### config.mk
export PLATFORM = sky130hd
export DESIGN_NAME = pls_limit_regs
export DESIGN_NICKNAME = d
export VERILOG_FILES = /design/src/pls_pkg.sv /design/src/pls_seq_if.sv /design/src/pls_chan_seq.sv /design/src/pls_limit_regs.sv
export SDC_FILE = /design/constraint.sdc
export NUM_CORES = 2
export LEC_CHECK = 0
export BUFFER_PORTS_ARGS = -buffer_cell sky130_fd_sc_hd__clkbuf_2
export CAP_MARGIN = 20
export CORE_ASPECT_RATIO = 0.9
export CORE_UTILIZATION = 50
export DETAILED_ROUTE_END_ITERATION = 10
export GPL_ROUTABILITY_DRIVEN = 1
export PLACE_DENSITY = 0.77
export SLEW_MARGIN = 20
export SYNTH_ARGS = -nofsm -noshare
export SYNTH_HDL_FRONTEND = slang
export SYNTH_SLANG_ARGS = --single-unit
export TNS_END_PERCENT = 5
### constraint.sdc
create_clock -name clk_sys -period 15.1 [get_ports clk_sys]
set_input_delay 0.755 -clock clk_sys [delete_from_list [all_inputs] [get_ports clk_sys]]
set_output_delay 0.755 -clock clk_sys [all_outputs]
set_load 0.05 [all_outputs]
### src/pls_pkg.sv
package pls_pkg;

  localparam int unsigned NUM_CH = 2;

  // Command codes of this slice
  localparam logic [7:0] CMD_OUT_FORMAT       = 8'h20;
  localparam logic [7:0] CMD_OUT_UV_LIMIT     = 8'h44;
  localparam logic [7:0] CMD_OUT_UV_ACTION    = 8'h45;
  localparam logic [7:0] CMD_OUT_OC_WARN      = 8'h4A;
  localparam logic [7:0] CMD_OVER_TEMP_FAULT_LIMIT   = 8'h4F;
  localparam logic [7:0] CMD_OT_FAULT_ACTION  = 8'h50;
  localparam logic [7:0] CMD_OVER_TEMP_WARN_LIMIT    = 8'h51;
  localparam logic [7:0] CMD_UNDER_TEMP_WARN_LIMIT    = 8'h52;
  localparam logic [7:0] CMD_UNDER_TEMP_FAULT_LIMIT   = 8'h53;
  localparam logic [7:0] CMD_UT_FAULT_ACTION  = 8'h54;
  localparam logic [7:0] CMD_IN_OV_LIMIT      = 8'h55;
  localparam logic [7:0] CMD_IN_OV_ACTION     = 8'h56;
  localparam logic [7:0] CMD_IN_OV_WARN       = 8'h57;
  localparam logic [7:0] CMD_IN_UV_WARN       = 8'h58;
  localparam logic [7:0] CMD_IN_UV_LIMIT      = 8'h59;
  localparam logic [7:0] CMD_IN_UV_ACTION     = 8'h5A;
  localparam logic [7:0] CMD_GOOD_ASSERT      = 8'h5E;
  localparam logic [7:0] CMD_GOOD_RELEASE     = 8'h5F;
  localparam logic [7:0] CMD_TURN_ON_DELAY    = 8'h60;
  localparam logic [7:0] CMD_TURN_ON_RISE     = 8'h61;
  localparam logic [7:0] CMD_STARTUP_TIMEOUT  = 8'h62;

  // Page value that addresses every channel
  localparam logic [7:0] PAGE_ALL = 8'hFF;

  // Reset values
  localparam logic [7:0]  RST_OUT_FORMAT      = 8'h13;
  localparam logic [15:0] RST_OUT_UV_LIMIT    = 16'h1CCD;
  localparam logic [7:0]  RST_OUT_UV_ACTION   = 8'h7F;
  localparam logic [15:0] RST_OUT_OC_WARN     = 16'hCA80;
  localparam logic [15:0] RST_OVER_TEMP_FAULT_LIMIT  = 16'hEA08;
  localparam logic [7:0]  RST_OT_FAULT_ACTION = 8'hB8;
  localparam logic [15:0] RST_OVER_TEMP_WARN_LIMIT   = 16'hE3C0;
  localparam logic [15:0] RST_UNDER_TEMP_WARN_LIMIT   = 16'h8000;
  localparam logic [15:0] RST_UNDER_TEMP_FAULT_LIMIT  = 16'hCD80;
  localparam logic [7:0]  RST_UT_FAULT_ACTION = 8'hB8;
  localparam logic [15:0] RST_IN_OV_LIMIT     = 16'hD3C0;
  localparam logic [7:0]  RST_IN_OV_ACTION    = 8'h80;
  localparam logic [15:0] RST_IN_OV_WARN      = 16'hD380;
  localparam logic [15:0] RST_IN_UV_WARN      = 16'h8000;
  localparam logic [15:0] RST_IN_UV_LIMIT     = 16'h8000;
  localparam logic [7:0]  RST_IN_UV_ACTION    = 8'h00;
  localparam logic [15:0] RST_GOOD_ASSERT     = 16'h1EB8;
  localparam logic [15:0] RST_GOOD_RELEASE    = 16'h1E14;
  localparam logic [15:0] RST_TURN_ON_DELAY   = 16'hBA00;
  localparam logic [15:0] RST_TURN_ON_RISE    = 16'hD280;
  localparam logic [15:0] RST_STARTUP_TIMEOUT = 16'hD3C0;

  // Linear-11 field layout
  localparam int unsigned L11_EXP_MSB = 15;
  localparam int unsigned L11_EXP_LSB = 11;
  localparam int unsigned L11_MAN_MSB = 10;

  // Millisecond time base
  localparam int unsigned CLK_PERIOD_NS = 8;
  localparam int unsigned MS_IN_NS      = 1000000;
  localparam int unsigned CYCLES_PER_MS = MS_IN_NS / CLK_PERIOD_NS;

  typedef enum logic [1:0] {
    PLS_OFF,
    PLS_DELAY,
    PLS_RISE,
    PLS_RUN
  } pls_seq_state_t;

endpackage : pls_pkg

### src/pls_seq_if.sv
`timescale 1ns/1ps
interface pls_seq_if;
  logic        on_req;
  logic [15:0] vout_meas;
  logic [15:0] uv_limit;
  logic [15:0] good_assert;
  logic [15:0] good_release;
  logic        release_uses_uv;
  logic [15:0] delay_time;
  logic [15:0] rise_time;
  logic [15:0] timeout_time;
  logic        out_en;
  logic        good;
  logic        servo_go;
  logic        startup_fault;

  modport regs (output on_req, vout_meas, uv_limit, good_assert, good_release, release_uses_uv,
                output delay_time, rise_time, timeout_time,
                input  out_en, good, servo_go, startup_fault);
  modport seq  (input  on_req, vout_meas, uv_limit, good_assert, good_release, release_uses_uv,
                input  delay_time, rise_time, timeout_time,
                output out_en, good, servo_go, startup_fault);
endinterface : pls_seq_if
### src/pls_chan_seq.sv
`timescale 1ns/1ps
module pls_chan_seq (
  // Clock and reset
  input  wire logic    clk_sys,
  input  wire logic    arst_n,
  // Millisecond enable
  input  wire logic    ms_tick,
  // Channel signals
  pls_seq_if.seq       ch
);

  // Negative times count as zero; long times saturate at 65535 ms
  function automatic logic [15:0] l11_to_ms(input logic [15:0] w);
    logic [4:0]  e;
    logic [4:0]  mag;
    logic [31:0] v;
    e   = w[pls_pkg::L11_EXP_MSB:pls_pkg::L11_EXP_LSB];
    mag = 5'(~e + 5'h01);
    v   = {21'h000000, w[pls_pkg::L11_MAN_MSB:0]};
    if (w[pls_pkg::L11_MAN_MSB]) begin
      v = 32'h00000000;
    end else if (e[4]) begin
      v = v >> mag;
    end else begin
      v = v << e[3:0];
    end
    return (|v[31:16]) ? 16'hFFFF : v[15:0];
  endfunction : l11_to_ms

  pls_pkg::pls_seq_state_t state;
  pls_pkg::pls_seq_state_t next_state;
  logic [15:0]             elapsed;
  logic [15:0]             watch_ms;
  logic                    watching;

  wire [15:0] delay_ms   = l11_to_ms(ch.delay_time);
  wire [15:0] rise_ms    = l11_to_ms(ch.rise_time);
  wire [15:0] timeout_ms = l11_to_ms(ch.timeout_time);
  wire        delay_done = (state == pls_pkg::PLS_DELAY) && (elapsed >= delay_ms);
  wire        rise_done  = (state == pls_pkg::PLS_RISE) && (elapsed >= rise_ms);
  wire        under_uv   = ch.vout_meas < ch.uv_limit;
  wire        good_set   = ch.vout_meas >= ch.good_assert;
  wire        good_clr   = ch.release_uses_uv ? (ch.vout_meas <= ch.uv_limit)
                                              : (ch.vout_meas <= ch.good_release);
  wire        time_out   = watching && under_uv && (watch_ms >= timeout_ms);
  // Good is qualified by the next enable so it never outlives the enable pin
  wire        en_next    = (next_state == pls_pkg::PLS_RISE) || (next_state == pls_pkg::PLS_RUN);

  always_comb begin
    next_state = state;
    unique case (state)
      pls_pkg::PLS_OFF:   if (ch.on_req) next_state = pls_pkg::PLS_DELAY;
      pls_pkg::PLS_DELAY: if (!ch.on_req) next_state = pls_pkg::PLS_OFF;
                          else if (delay_done) next_state = pls_pkg::PLS_RISE;
      pls_pkg::PLS_RISE:  if (!ch.on_req) next_state = pls_pkg::PLS_OFF;
                          else if (rise_done) next_state = pls_pkg::PLS_RUN;
      pls_pkg::PLS_RUN:   if (!ch.on_req) next_state = pls_pkg::PLS_OFF;
    endcase
  end

  always_ff @(posedge clk_sys or negedge arst_n) begin
    if (!arst_n) begin
      state   <= pls_pkg::PLS_OFF;
      elapsed <= 16'h0000;
    end else begin
      state   <= next_state;
      elapsed <= (next_state != state) ? 16'h0000 : (ms_tick ? elapsed + 16'h0001 : elapsed);
    end
  end

  // Outputs decode next_state, so they change on the same edge as the state, straight from flops
  always_ff @(posedge clk_sys or negedge arst_n) begin
    if (!arst_n) begin
      ch.out_en   <= 1'b0;
      ch.servo_go <= 1'b0;
      ch.good     <= 1'b0;
    end else begin
      ch.out_en   <= en_next;
      ch.servo_go <= next_state == pls_pkg::PLS_RUN;
      if (!en_next) ch.good <= 1'b0;
      else if (good_set) ch.good <= 1'b1;
      else if (good_clr) ch.good <= 1'b0;
    end
  end

  // Start-up watch runs from enable until the output first clears the UV limit
  always_ff @(posedge clk_sys or negedge arst_n) begin
    if (!arst_n) begin
      watching         <= 1'b0;
      watch_ms         <= 16'h0000;
      ch.startup_fault <= 1'b0;
    end else begin
      if (!ch.out_en) begin
        watching <= 1'b0;
        watch_ms <= 16'h0000;
      end else if (!watching && watch_ms == 16'h0000) begin
        watching <= 1'b1;
      end else if (watching && !under_uv) begin
        watching <= 1'b0;
        watch_ms <= 16'hFFFF;
      end else if (watching && ms_tick && watch_ms != 16'hFFFF) begin
        watch_ms <= watch_ms + 16'h0001;
      end
      // Sticky until the channel is turned off; a timeout wins over that clear
      if (time_out) ch.startup_fault <= 1'b1;
      else if (!ch.on_req) ch.startup_fault <= 1'b0;
    end
  end

endmodule : pls_chan_seq

### src/pls_limit_regs.sv
`timescale 1ns/1ps
// How it works
// Paged output UV limit, timeout and good-drop
// Good asserts at or above assert level
// Good releases at or below release level
// Enable pin follows on-request after delay
// Servo starts rise time after enable
// UV past startup timeout raises fault
// Eight-bit action bytes with listed defaults
// Paged overtemperature fault and warn limits
// Paged undertemperature warn and fault limits
// Unpaged input overvoltage limits versus sense pin
// Unpaged input undervoltage limits versus sense pin
// Paged overcurrent warn limit, volatile only
// Linear-16 voltages compare as unsigned mantissas
// Linear-11: 5-bit exponent, 11-bit mantissa
// Host selects page; input commands unpaged
module pls_limit_regs #(
  parameter int unsigned MS_CYCLES = pls_pkg::CYCLES_PER_MS
) (
  // Clock and reset
  input  wire logic        clk_sys,
  input  wire logic        arst_n,
  // Command port
  input  wire logic        cmd_valid,
  input  wire logic        cmd_write,
  input  wire logic [7:0]  cmd_code,
  input  wire logic [7:0]  cmd_page,
  input  wire logic [15:0] cmd_wdata,
  output logic             rsp_valid,
  output logic             rsp_unmapped,
  output logic [15:0]      rsp_rdata,
  // Configuration
  input  wire logic        good_release_uses_undervolt_sel,
  // Channel control and telemetry
  input  wire logic [1:0]  on_request,
  input  wire logic [15:0] vout_meas_0,
  input  wire logic [15:0] vout_meas_1,
  input  wire logic [15:0] iout_meas_0,
  input  wire logic [15:0] iout_meas_1,
  input  wire logic [15:0] temp_meas_0,
  input  wire logic [15:0] temp_meas_1,
  input  wire logic [15:0] input_sense_pin,
  // Channel outputs
  output logic [1:0]       channel_output_enable_pin,
  output logic [1:0]       supply_good,
  output logic [1:0]       servo_start,
  output logic [1:0]       startup_timeout_fault,
  output logic [1:0]       over_temp_fault,
  output logic [1:0]       over_temp_warn,
  output logic [1:0]       under_temp_warn,
  output logic [1:0]       under_temp_fault,
  output logic [1:0]       overcurrent_warn,
  // Input supply flags
  output logic             input_ov_fault,
  output logic             input_ov_warn,
  output logic             input_uv_warn,
  output logic             input_uv_fault
);

  localparam int unsigned NC = pls_pkg::NUM_CH;

  // Linear-11 to a signed fixed-point value scaled by 2^16, so mixed exponents compare directly
  function automatic logic signed [47:0] l11_fix(input logic [15:0] w);
    logic [4:0]         e;
    logic signed [47:0] m;
    e = w[pls_pkg::L11_EXP_MSB:pls_pkg::L11_EXP_LSB];
    m = 48'(signed'(w[pls_pkg::L11_MAN_MSB:0]));
    return m <<< (5'(e + 5'h10));
  endfunction : l11_fix

  // Millisecond enable from a free divider
  logic [31:0] ms_div;
  logic        ms_tick;
  wire         ms_wrap = ms_div == 32'(MS_CYCLES - 1);

  always_ff @(posedge clk_sys or negedge arst_n) begin
    if (!arst_n) begin
      ms_div  <= 32'h00000000;
      ms_tick <= 1'b0;
    end else begin
      ms_div  <= ms_wrap ? 32'h00000000 : ms_div + 32'h00000001;
      ms_tick <= ms_wrap;
    end
  end

  // Command decode
  wire wr_req = cmd_valid && cmd_write;
  wire rd_req = cmd_valid && !cmd_write;
  wire rd_ch  = (cmd_page == 8'h01);

  // Paged storage
  logic [15:0] uv_limit     [NC];
  logic [7:0]  uv_action    [NC];
  logic [15:0] oc_warn      [NC];
  logic [15:0] ot_fault_lim [NC];
  logic [7:0]  ot_action    [NC];
  logic [15:0] ot_warn_lim  [NC];
  logic [15:0] ut_warn_lim  [NC];
  logic [15:0] ut_fault_lim [NC];
  logic [7:0]  ut_action    [NC];
  logic [15:0] good_on      [NC];
  logic [15:0] good_off     [NC];
  logic [15:0] ton_delay    [NC];
  logic [15:0] ton_rise     [NC];
  logic [15:0] ton_max      [NC];

  // Unpaged storage
  logic [15:0] in_ov_limit;
  logic [7:0]  in_ov_action;
  logic [15:0] in_ov_warn;
  logic [15:0] in_uv_warn;
  logic [15:0] in_uv_limit;
  logic [7:0]  in_uv_action;

  wire [15:0] vout_meas [NC];
  wire [15:0] iout_meas [NC];
  wire [15:0] temp_meas [NC];
  assign vout_meas[0] = vout_meas_0;
  assign vout_meas[1] = vout_meas_1;
  assign iout_meas[0] = iout_meas_0;
  assign iout_meas[1] = iout_meas_1;
  assign temp_meas[0] = temp_meas_0;
  assign temp_meas[1] = temp_meas_1;

  wire signed [47:0] vin_fix = l11_fix(input_sense_pin);

  genvar g;
  generate
    for (g = 0; g < NC; g++) begin : g_ch
      wire sel  = (cmd_page == 8'(g)) || (cmd_page == pls_pkg::PAGE_ALL);
      wire wr   = wr_req && sel;
      wire signed [47:0] t_fix = l11_fix(temp_meas[g]);

      always_ff @(posedge clk_sys or negedge arst_n) begin
        if (!arst_n) begin
          uv_limit[g]     <= pls_pkg::RST_OUT_UV_LIMIT;
          uv_action[g]    <= pls_pkg::RST_OUT_UV_ACTION;
          oc_warn[g]      <= pls_pkg::RST_OUT_OC_WARN;
          ot_fault_lim[g] <= pls_pkg::RST_OVER_TEMP_FAULT_LIMIT;
          ot_action[g]    <= pls_pkg::RST_OT_FAULT_ACTION;
          ot_warn_lim[g]  <= pls_pkg::RST_OVER_TEMP_WARN_LIMIT;
          ut_warn_lim[g]  <= pls_pkg::RST_UNDER_TEMP_WARN_LIMIT;
          ut_fault_lim[g] <= pls_pkg::RST_UNDER_TEMP_FAULT_LIMIT;
          ut_action[g]    <= pls_pkg::RST_UT_FAULT_ACTION;
          good_on[g]      <= pls_pkg::RST_GOOD_ASSERT;
          good_off[g]     <= pls_pkg::RST_GOOD_RELEASE;
          ton_delay[g]    <= pls_pkg::RST_TURN_ON_DELAY;
          ton_rise[g]     <= pls_pkg::RST_TURN_ON_RISE;
          ton_max[g]      <= pls_pkg::RST_STARTUP_TIMEOUT;
        end else if (wr) begin
          if (cmd_code == pls_pkg::CMD_OUT_UV_LIMIT)    uv_limit[g]     <= cmd_wdata;
          if (cmd_code == pls_pkg::CMD_OUT_UV_ACTION)   uv_action[g]    <= cmd_wdata[7:0];
          if (cmd_code == pls_pkg::CMD_OUT_OC_WARN)     oc_warn[g]      <= cmd_wdata;
          if (cmd_code == pls_pkg::CMD_OVER_TEMP_FAULT_LIMIT)  ot_fault_lim[g] <= cmd_wdata;
          if (cmd_code == pls_pkg::CMD_OT_FAULT_ACTION) ot_action[g]    <= cmd_wdata[7:0];
          if (cmd_code == pls_pkg::CMD_OVER_TEMP_WARN_LIMIT)   ot_warn_lim[g]  <= cmd_wdata;
          if (cmd_code == pls_pkg::CMD_UNDER_TEMP_WARN_LIMIT)   ut_warn_lim[g]  <= cmd_wdata;
          if (cmd_code == pls_pkg::CMD_UNDER_TEMP_FAULT_LIMIT)  ut_fault_lim[g] <= cmd_wdata;
          if (cmd_code == pls_pkg::CMD_UT_FAULT_ACTION) ut_action[g]    <= cmd_wdata[7:0];
          if (cmd_code == pls_pkg::CMD_GOOD_ASSERT)     good_on[g]      <= cmd_wdata;
          if (cmd_code == pls_pkg::CMD_GOOD_RELEASE)    good_off[g]     <= cmd_wdata;
          if (cmd_code == pls_pkg::CMD_TURN_ON_DELAY)   ton_delay[g]    <= cmd_wdata;
          if (cmd_code == pls_pkg::CMD_TURN_ON_RISE)    ton_rise[g]     <= cmd_wdata;
          if (cmd_code == pls_pkg::CMD_STARTUP_TIMEOUT) ton_max[g]      <= cmd_wdata;
        end
      end

      // Supervisor flags; the fault actions themselves are handled elsewhere
      always_ff @(posedge clk_sys or negedge arst_n) begin
        if (!arst_n) begin
          over_temp_fault[g]  <= 1'b0;
          over_temp_warn[g]   <= 1'b0;
          under_temp_warn[g]  <= 1'b0;
          under_temp_fault[g] <= 1'b0;
          overcurrent_warn[g] <= 1'b0;
        end else begin
          over_temp_fault[g]  <= t_fix > l11_fix(ot_fault_lim[g]);
          over_temp_warn[g]   <= t_fix > l11_fix(ot_warn_lim[g]);
          under_temp_warn[g]  <= t_fix < l11_fix(ut_warn_lim[g]);
          under_temp_fault[g] <= t_fix < l11_fix(ut_fault_lim[g]);
          overcurrent_warn[g] <= l11_fix(iout_meas[g]) > l11_fix(oc_warn[g]);
        end
      end

      pls_seq_if seq_bus ();
      assign seq_bus.on_req          = on_request[g];
      assign seq_bus.vout_meas       = vout_meas[g];
      assign seq_bus.uv_limit        = uv_limit[g];
      assign seq_bus.good_assert     = good_on[g];
      assign seq_bus.good_release    = good_off[g];
      assign seq_bus.release_uses_uv = good_release_uses_undervolt_sel;
      assign seq_bus.delay_time      = ton_delay[g];
      assign seq_bus.rise_time       = ton_rise[g];
      assign seq_bus.timeout_time    = ton_max[g];
      assign channel_output_enable_pin[g] = seq_bus.out_en;
      assign supply_good[g]               = seq_bus.good;
      assign servo_start[g]               = seq_bus.servo_go;
      assign startup_timeout_fault[g]     = seq_bus.startup_fault;

      pls_chan_seq u_seq (
        .clk_sys (clk_sys),
        .arst_n  (arst_n),
        .ms_tick (ms_tick),
        .ch      (seq_bus)
      );
    end
  endgenerate

  // Input supply commands ignore the page
  always_ff @(posedge clk_sys or negedge arst_n) begin
    if (!arst_n) begin
      in_ov_limit  <= pls_pkg::RST_IN_OV_LIMIT;
      in_ov_action <= pls_pkg::RST_IN_OV_ACTION;
      in_ov_warn   <= pls_pkg::RST_IN_OV_WARN;
      in_uv_warn   <= pls_pkg::RST_IN_UV_WARN;
      in_uv_limit  <= pls_pkg::RST_IN_UV_LIMIT;
      in_uv_action <= pls_pkg::RST_IN_UV_ACTION;
    end else if (wr_req) begin
      if (cmd_code == pls_pkg::CMD_IN_OV_LIMIT)  in_ov_limit  <= cmd_wdata;
      if (cmd_code == pls_pkg::CMD_IN_OV_ACTION) in_ov_action <= cmd_wdata[7:0];
      if (cmd_code == pls_pkg::CMD_IN_OV_WARN)   in_ov_warn   <= cmd_wdata;
      if (cmd_code == pls_pkg::CMD_IN_UV_WARN)   in_uv_warn   <= cmd_wdata;
      if (cmd_code == pls_pkg::CMD_IN_UV_LIMIT)  in_uv_limit  <= cmd_wdata;
      if (cmd_code == pls_pkg::CMD_IN_UV_ACTION) in_uv_action <= cmd_wdata[7:0];
    end
  end

  always_ff @(posedge clk_sys or negedge arst_n) begin
    if (!arst_n) begin
      input_ov_fault <= 1'b0;
      input_ov_warn  <= 1'b0;
      input_uv_warn  <= 1'b0;
      input_uv_fault <= 1'b0;
    end else begin
      input_ov_fault <= vin_fix > l11_fix(in_ov_limit);
      input_ov_warn  <= vin_fix > l11_fix(in_ov_warn);
      input_uv_warn  <= vin_fix < l11_fix(in_uv_warn);
      input_uv_fault <= vin_fix < l11_fix(in_uv_limit);
    end
  end

  // Read selection; page 0xFF and page 0 read channel 0
  wire [15:0] rd_word =
    (cmd_code == pls_pkg::CMD_OUT_FORMAT)      ? {8'h00, pls_pkg::RST_OUT_FORMAT} :
    (cmd_code == pls_pkg::CMD_OUT_UV_LIMIT)    ? uv_limit[rd_ch] :
    (cmd_code == pls_pkg::CMD_OUT_UV_ACTION)   ? {8'h00, uv_action[rd_ch]} :
    (cmd_code == pls_pkg::CMD_OUT_OC_WARN)     ? oc_warn[rd_ch] :
    (cmd_code == pls_pkg::CMD_OVER_TEMP_FAULT_LIMIT)  ? ot_fault_lim[rd_ch] :
    (cmd_code == pls_pkg::CMD_OT_FAULT_ACTION) ? {8'h00, ot_action[rd_ch]} :
    (cmd_code == pls_pkg::CMD_OVER_TEMP_WARN_LIMIT)   ? ot_warn_lim[rd_ch] :
    (cmd_code == pls_pkg::CMD_UNDER_TEMP_WARN_LIMIT)   ? ut_warn_lim[rd_ch] :
    (cmd_code == pls_pkg::CMD_UNDER_TEMP_FAULT_LIMIT)  ? ut_fault_lim[rd_ch] :
    (cmd_code == pls_pkg::CMD_UT_FAULT_ACTION) ? {8'h00, ut_action[rd_ch]} :
    (cmd_code == pls_pkg::CMD_IN_OV_LIMIT)     ? in_ov_limit :
    (cmd_code == pls_pkg::CMD_IN_OV_ACTION)    ? {8'h00, in_ov_action} :
    (cmd_code == pls_pkg::CMD_IN_OV_WARN)      ? in_ov_warn :
    (cmd_code == pls_pkg::CMD_IN_UV_WARN)      ? in_uv_warn :
    (cmd_code == pls_pkg::CMD_IN_UV_LIMIT)     ? in_uv_limit :
    (cmd_code == pls_pkg::CMD_IN_UV_ACTION)    ? {8'h00, in_uv_action} :
    (cmd_code == pls_pkg::CMD_GOOD_ASSERT)     ? good_on[rd_ch] :
    (cmd_code == pls_pkg::CMD_GOOD_RELEASE)    ? good_off[rd_ch] :
    (cmd_code == pls_pkg::CMD_TURN_ON_DELAY)   ? ton_delay[rd_ch] :
    (cmd_code == pls_pkg::CMD_TURN_ON_RISE)    ? ton_rise[rd_ch] :
    (cmd_code == pls_pkg::CMD_STARTUP_TIMEOUT) ? ton_max[rd_ch] : 16'h0000;

  wire rd_hit = (cmd_code == pls_pkg::CMD_OUT_FORMAT) ||
                ((cmd_code >= pls_pkg::CMD_OUT_UV_LIMIT) && (cmd_code <= pls_pkg::CMD_OUT_UV_ACTION)) ||
                (cmd_code == pls_pkg::CMD_OUT_OC_WARN) ||
                ((cmd_code >= pls_pkg::CMD_OVER_TEMP_FAULT_LIMIT) && (cmd_code <= pls_pkg::CMD_IN_UV_ACTION)) ||
                ((cmd_code >= pls_pkg::CMD_GOOD_ASSERT) && (cmd_code <= pls_pkg::CMD_STARTUP_TIMEOUT));

  always_ff @(posedge clk_sys or negedge arst_n) begin
    if (!arst_n) begin
      rsp_valid    <= 1'b0;
      rsp_unmapped <= 1'b0;
      rsp_rdata    <= 16'h0000;
    end else begin
      rsp_valid    <= cmd_valid;
      rsp_unmapped <= cmd_valid && !rd_hit;
      rsp_rdata    <= rd_req ? rd_word : 16'h0000;
    end
  end

endmodule : pls_limit_regs

==> reports/results.txt <==
All-layer global routing usage = 0.350
CTS H-Tree Depth = 3
Sequential element share of the synthesized area = 0.226
Failing checks = design-rule violations
Placer congestion estimate = 1.05
Wirelength per Cell = 25.0 microns
Die Ht = 357 microns
Clock latency on the worst-skew pair = 0.68 ns
Post-CTS resize count = 0
Crit path from = g_ch[0].seq_bus.delay_time[11]$_DFFE_PN1P_
WP data arrival = 5.86 ns
Final Instance Area = 0.0744 sq mm
Vias per inst = 6.72
HPWL after detailed placement = 193000 microns
Final TNS setup = 0 ns
Post-CTS Setup Inserts = 0
Cell area after synthesis = 0.0701 sq mm
Skew final = 0.0416 ns
Cells after Synth = 8608
Antenna Nets Post-Route = 0
FF-to-FF Start = g_ch[0].seq_bus.delay_time[11]$_DFFE_PN1P_
IO buf count = 190
Standby leakage power = 32.0 nW
Pre-CTS WS = 9.82 ns
CTS tree = built
Worst-Margin Slew = 1.19 ns
Ys flop type = dfrtp_1
FMAX = 0.189 GHz
Synth-to-Final Area Change = 6.17%
Share of layout cells above drive strength 1 = 0.141
Cell variety after synth = 89
Clk root buf = clkbuf_16
Unrepaired setup endpoints after global routing = no
Worst setup path class = reg -> reg
First-pass GRT wire length = 386000 microns
Ys async rst share = 1.00
Setup crit end kind = flop
Post-CTS Hold Buffers = 0
R2R Setup Slk = 9.81 ns
Tmin final = 5.29 ns
Syn nets = 9546
Synth warn = 0
Reg-to-reg endpoint = g_ch[0].u_seq.elapsed[13]$_DFFE_PN0P_
Worst path required time = 15.67 ns
Max cap viols = 0
Initial antenna violation count = 24
Via count of the first global-routing pass = 63700
Pwr Density = 61.2 mW/mm^2
Largest net degree at the start of global routing = 159
Crit share post-route = 0.350
Drt drc = 32
Via count = 69200
Placement Rows = 129
Seq cells post-synth = 623
Average size of a mapped cell = 8.14 sq um
Num ports = 191
Final Max Slew Viols = 0
Rel. slew slack = 0.204
Min-delay worst type = in -> async
Clock Path Buffers = 3
Floorplan core area = 0.138 sq mm
Final WL = 258000 microns
Initial Utilization = 0.507
Starting DRT DRC Count = 9194
R2r worst-path depth = 17
Worst vdd ir = 0.0815 mV
Total global routing overflow = 0
Placed inst area = 0.0719 sq mm
Clock input transition at the sequential cells of the worst setup and hold paths = 0.06 ns
Pre-antenna DRT Iters = 11
Status = finished with violations
Cts bufs inserted = 73
Setup Viol. Count Final = 0
Die area = 0.142 sq mm
Nets@finish = 9328
Startpoint types = flop
CP Capture Point = g_ch[0].u_seq.elapsed[13]$_DFFE_PN0P_
CTS Sinks = 623
Setup ws final = 9.81 ns
Final hold vios = 0
Worst-path maximum fanout = 22
Post-synth EDFFs = 0
Die width = 397 microns
-- worst max-delay path, stage by stage, from the launching register on --
cell	delay, ns
dfstp_2	0.83
inv_1	0.35
ha_1	0.73
mux2i_1	0.36
mux2i_1	0.19
mux2i_1	0.17
nand2_1	0.07
a2bb2oi_1	0.14
nor2_1	0.05
nor2_1	0.10
ha_1	0.25
a21o_1	0.18
a31oi_1	0.14
o21ai_0	0.12
a311o_1	0.37
a221oi_1	0.44
o21bai_1	0.45
a31oi_1	0.27
-- cell families (layout without fill, tap and decap cells) --
kind of cell,Yosys count,in the layout,share of synthesized area
AOI/OAI and AO/OA,2547,2547,0.225
other,0,14,0
buffers and inverters,818,661,0.0454
and+or+nand+nor,2621,2621,0.174
adders and majority gates,787,787,0.141
muxes,1121,1121,0.178
xor gates and xnor gates,91,91,0.0114
DFF,623,623,0.226
-- layout make-up --
class                   instances  area, sq um
inverters                     239          897
fillers                     12700        63900
flip-flops and latches        623        15800
clock buffers                 111         2160
repair buffers                286         1720
clock inverters                25          314
multi-input cells            7167        51200
diodes                         14         35.0
well taps                    1834         2290
-- report_power, final --
group	internal [W]	switching [W]	leakage (nW)
combinational	0.000329	0.000611	23.0
clock	0.00108	0.000797	1.21
sequential	0.00169	0.0000385	7.78
-- routing by layer --
metal	wire length, microns	global-route usage	part of all wire	up-vias
li1	-	-	-	31500
met1	103000	0.467	0.40	33000
met2	112000	0.536	0.43	3913
met3	28800	0.0790	0.11	806
met4	14000	0.165	0.054	16
met5	103	0	0.00040	-
-- metrics by stage --
stage	total power, W	hold WS (ns)	util	instances
2_1_floorplan	0.00233	0.425	-	8608
3_3_place_gp	0.00264	0.438	0.519	10100
3_5_place_dp	0.00267	0.450	0.520	10100
4_1_cts	0.00454	0.137	0.537	10300
5_1_grt	0.00472	0.167	0.538	10300
6_report	0.00455	0.118	0.538	10300
-- cell usage after synthesis, drive strengths merged (33+ instances only) --
| cell | number | area share |
|---|---|---|
| nand2 | 1031 | 0.055 |
| ha | 787 | 0.14 |
| o21ai | 745 | 0.053 |
| a21oi | 650 | 0.046 |
| mux2i | 579 | 0.083 |
| nor2 | 575 | 0.031 |
| mux2 | 492 | 0.079 |
| dfrtp | 449 | 0.16 |
| clkbuf | 446 | 0.024 |
| inv | 217 | 0.012 |
| dfstp | 174 | 0.065 |
| nand4 | 164 | 0.015 |
| nor3 | 161 | 0.012 |
| nand3 | 160 | 0.011 |
| a21o | 145 | 0.016 |
| buf | 133 | 0.0087 |
| a21boi | 127 | 0.014 |
| o21a | 120 | 0.013 |
| a31oi | 118 | 0.011 |
| nand2b | 106 | 0.0095 |
| a22oi | 97 | 0.010 |
| a211oi | 83 | 0.0089 |
| nor2b | 83 | 0.0074 |
| o22ai | 79 | 0.0071 |
| and2 | 75 | 0.0067 |
| o211ai | 61 | 0.0065 |
| and3 | 58 | 0.0052 |
| xnor2 | 51 | 0.0064 |
| mux4 | 50 | 0.016 |
| nor4 | 46 | 0.0043 |
| or2 | 43 | 0.0038 |
| xor2 | 40 | 0.0050 |
| or3 | 39 | 0.0035 |
| o31ai | 37 | 0.0040 |
| a221oi | 33 | 0.0041 |
-- placed cells by master (no fill, tap or decap), types with 160 or more instances in the layout --
| cell | Yosys | routed |
|---|---|---|
| nand3_1 | 160 | 160 |
| nor2_1 | 574 | 573 |
| ha_1 | 787 | 787 |
| nand2_1 | 1030 | 1030 |
| a21oi_1 | 650 | 649 |
| dfrtp_1 | 449 | 449 |
| mux2i_1 | 579 | 579 |
| mux2_2 | 490 | 490 |
| o21ai_0 | 741 | 737 |
| inv_1 | 210 | 210 |
| nand4_1 | 164 | 164 |
| clkbuf_2 | 0 | 189 |
| dfstp_2 | 174 | 174 |
-- worst min path at each step --
stage                                            endpoint  slack [ns]  cells after the start
global placement                      ms_div[0]$_DFF_PN0_        0.44                      1
detailed placement                    ms_div[0]$_DFF_PN0_        0.45                      1
CTS                 g_ch[0].u_seq.watch_ms[8]$_DFFE_PN0P_        0.14                      1
floorplan                             ms_div[0]$_DFF_PN0_        0.43                      1
global route        g_ch[0].u_seq.watch_ms[7]$_DFFE_PN0P_        0.17                      1
finish              g_ch[0].u_seq.watch_ms[7]$_DFFE_PN0P_        0.12                      1
Note: power is estimated with default switching activity, not from simulation.
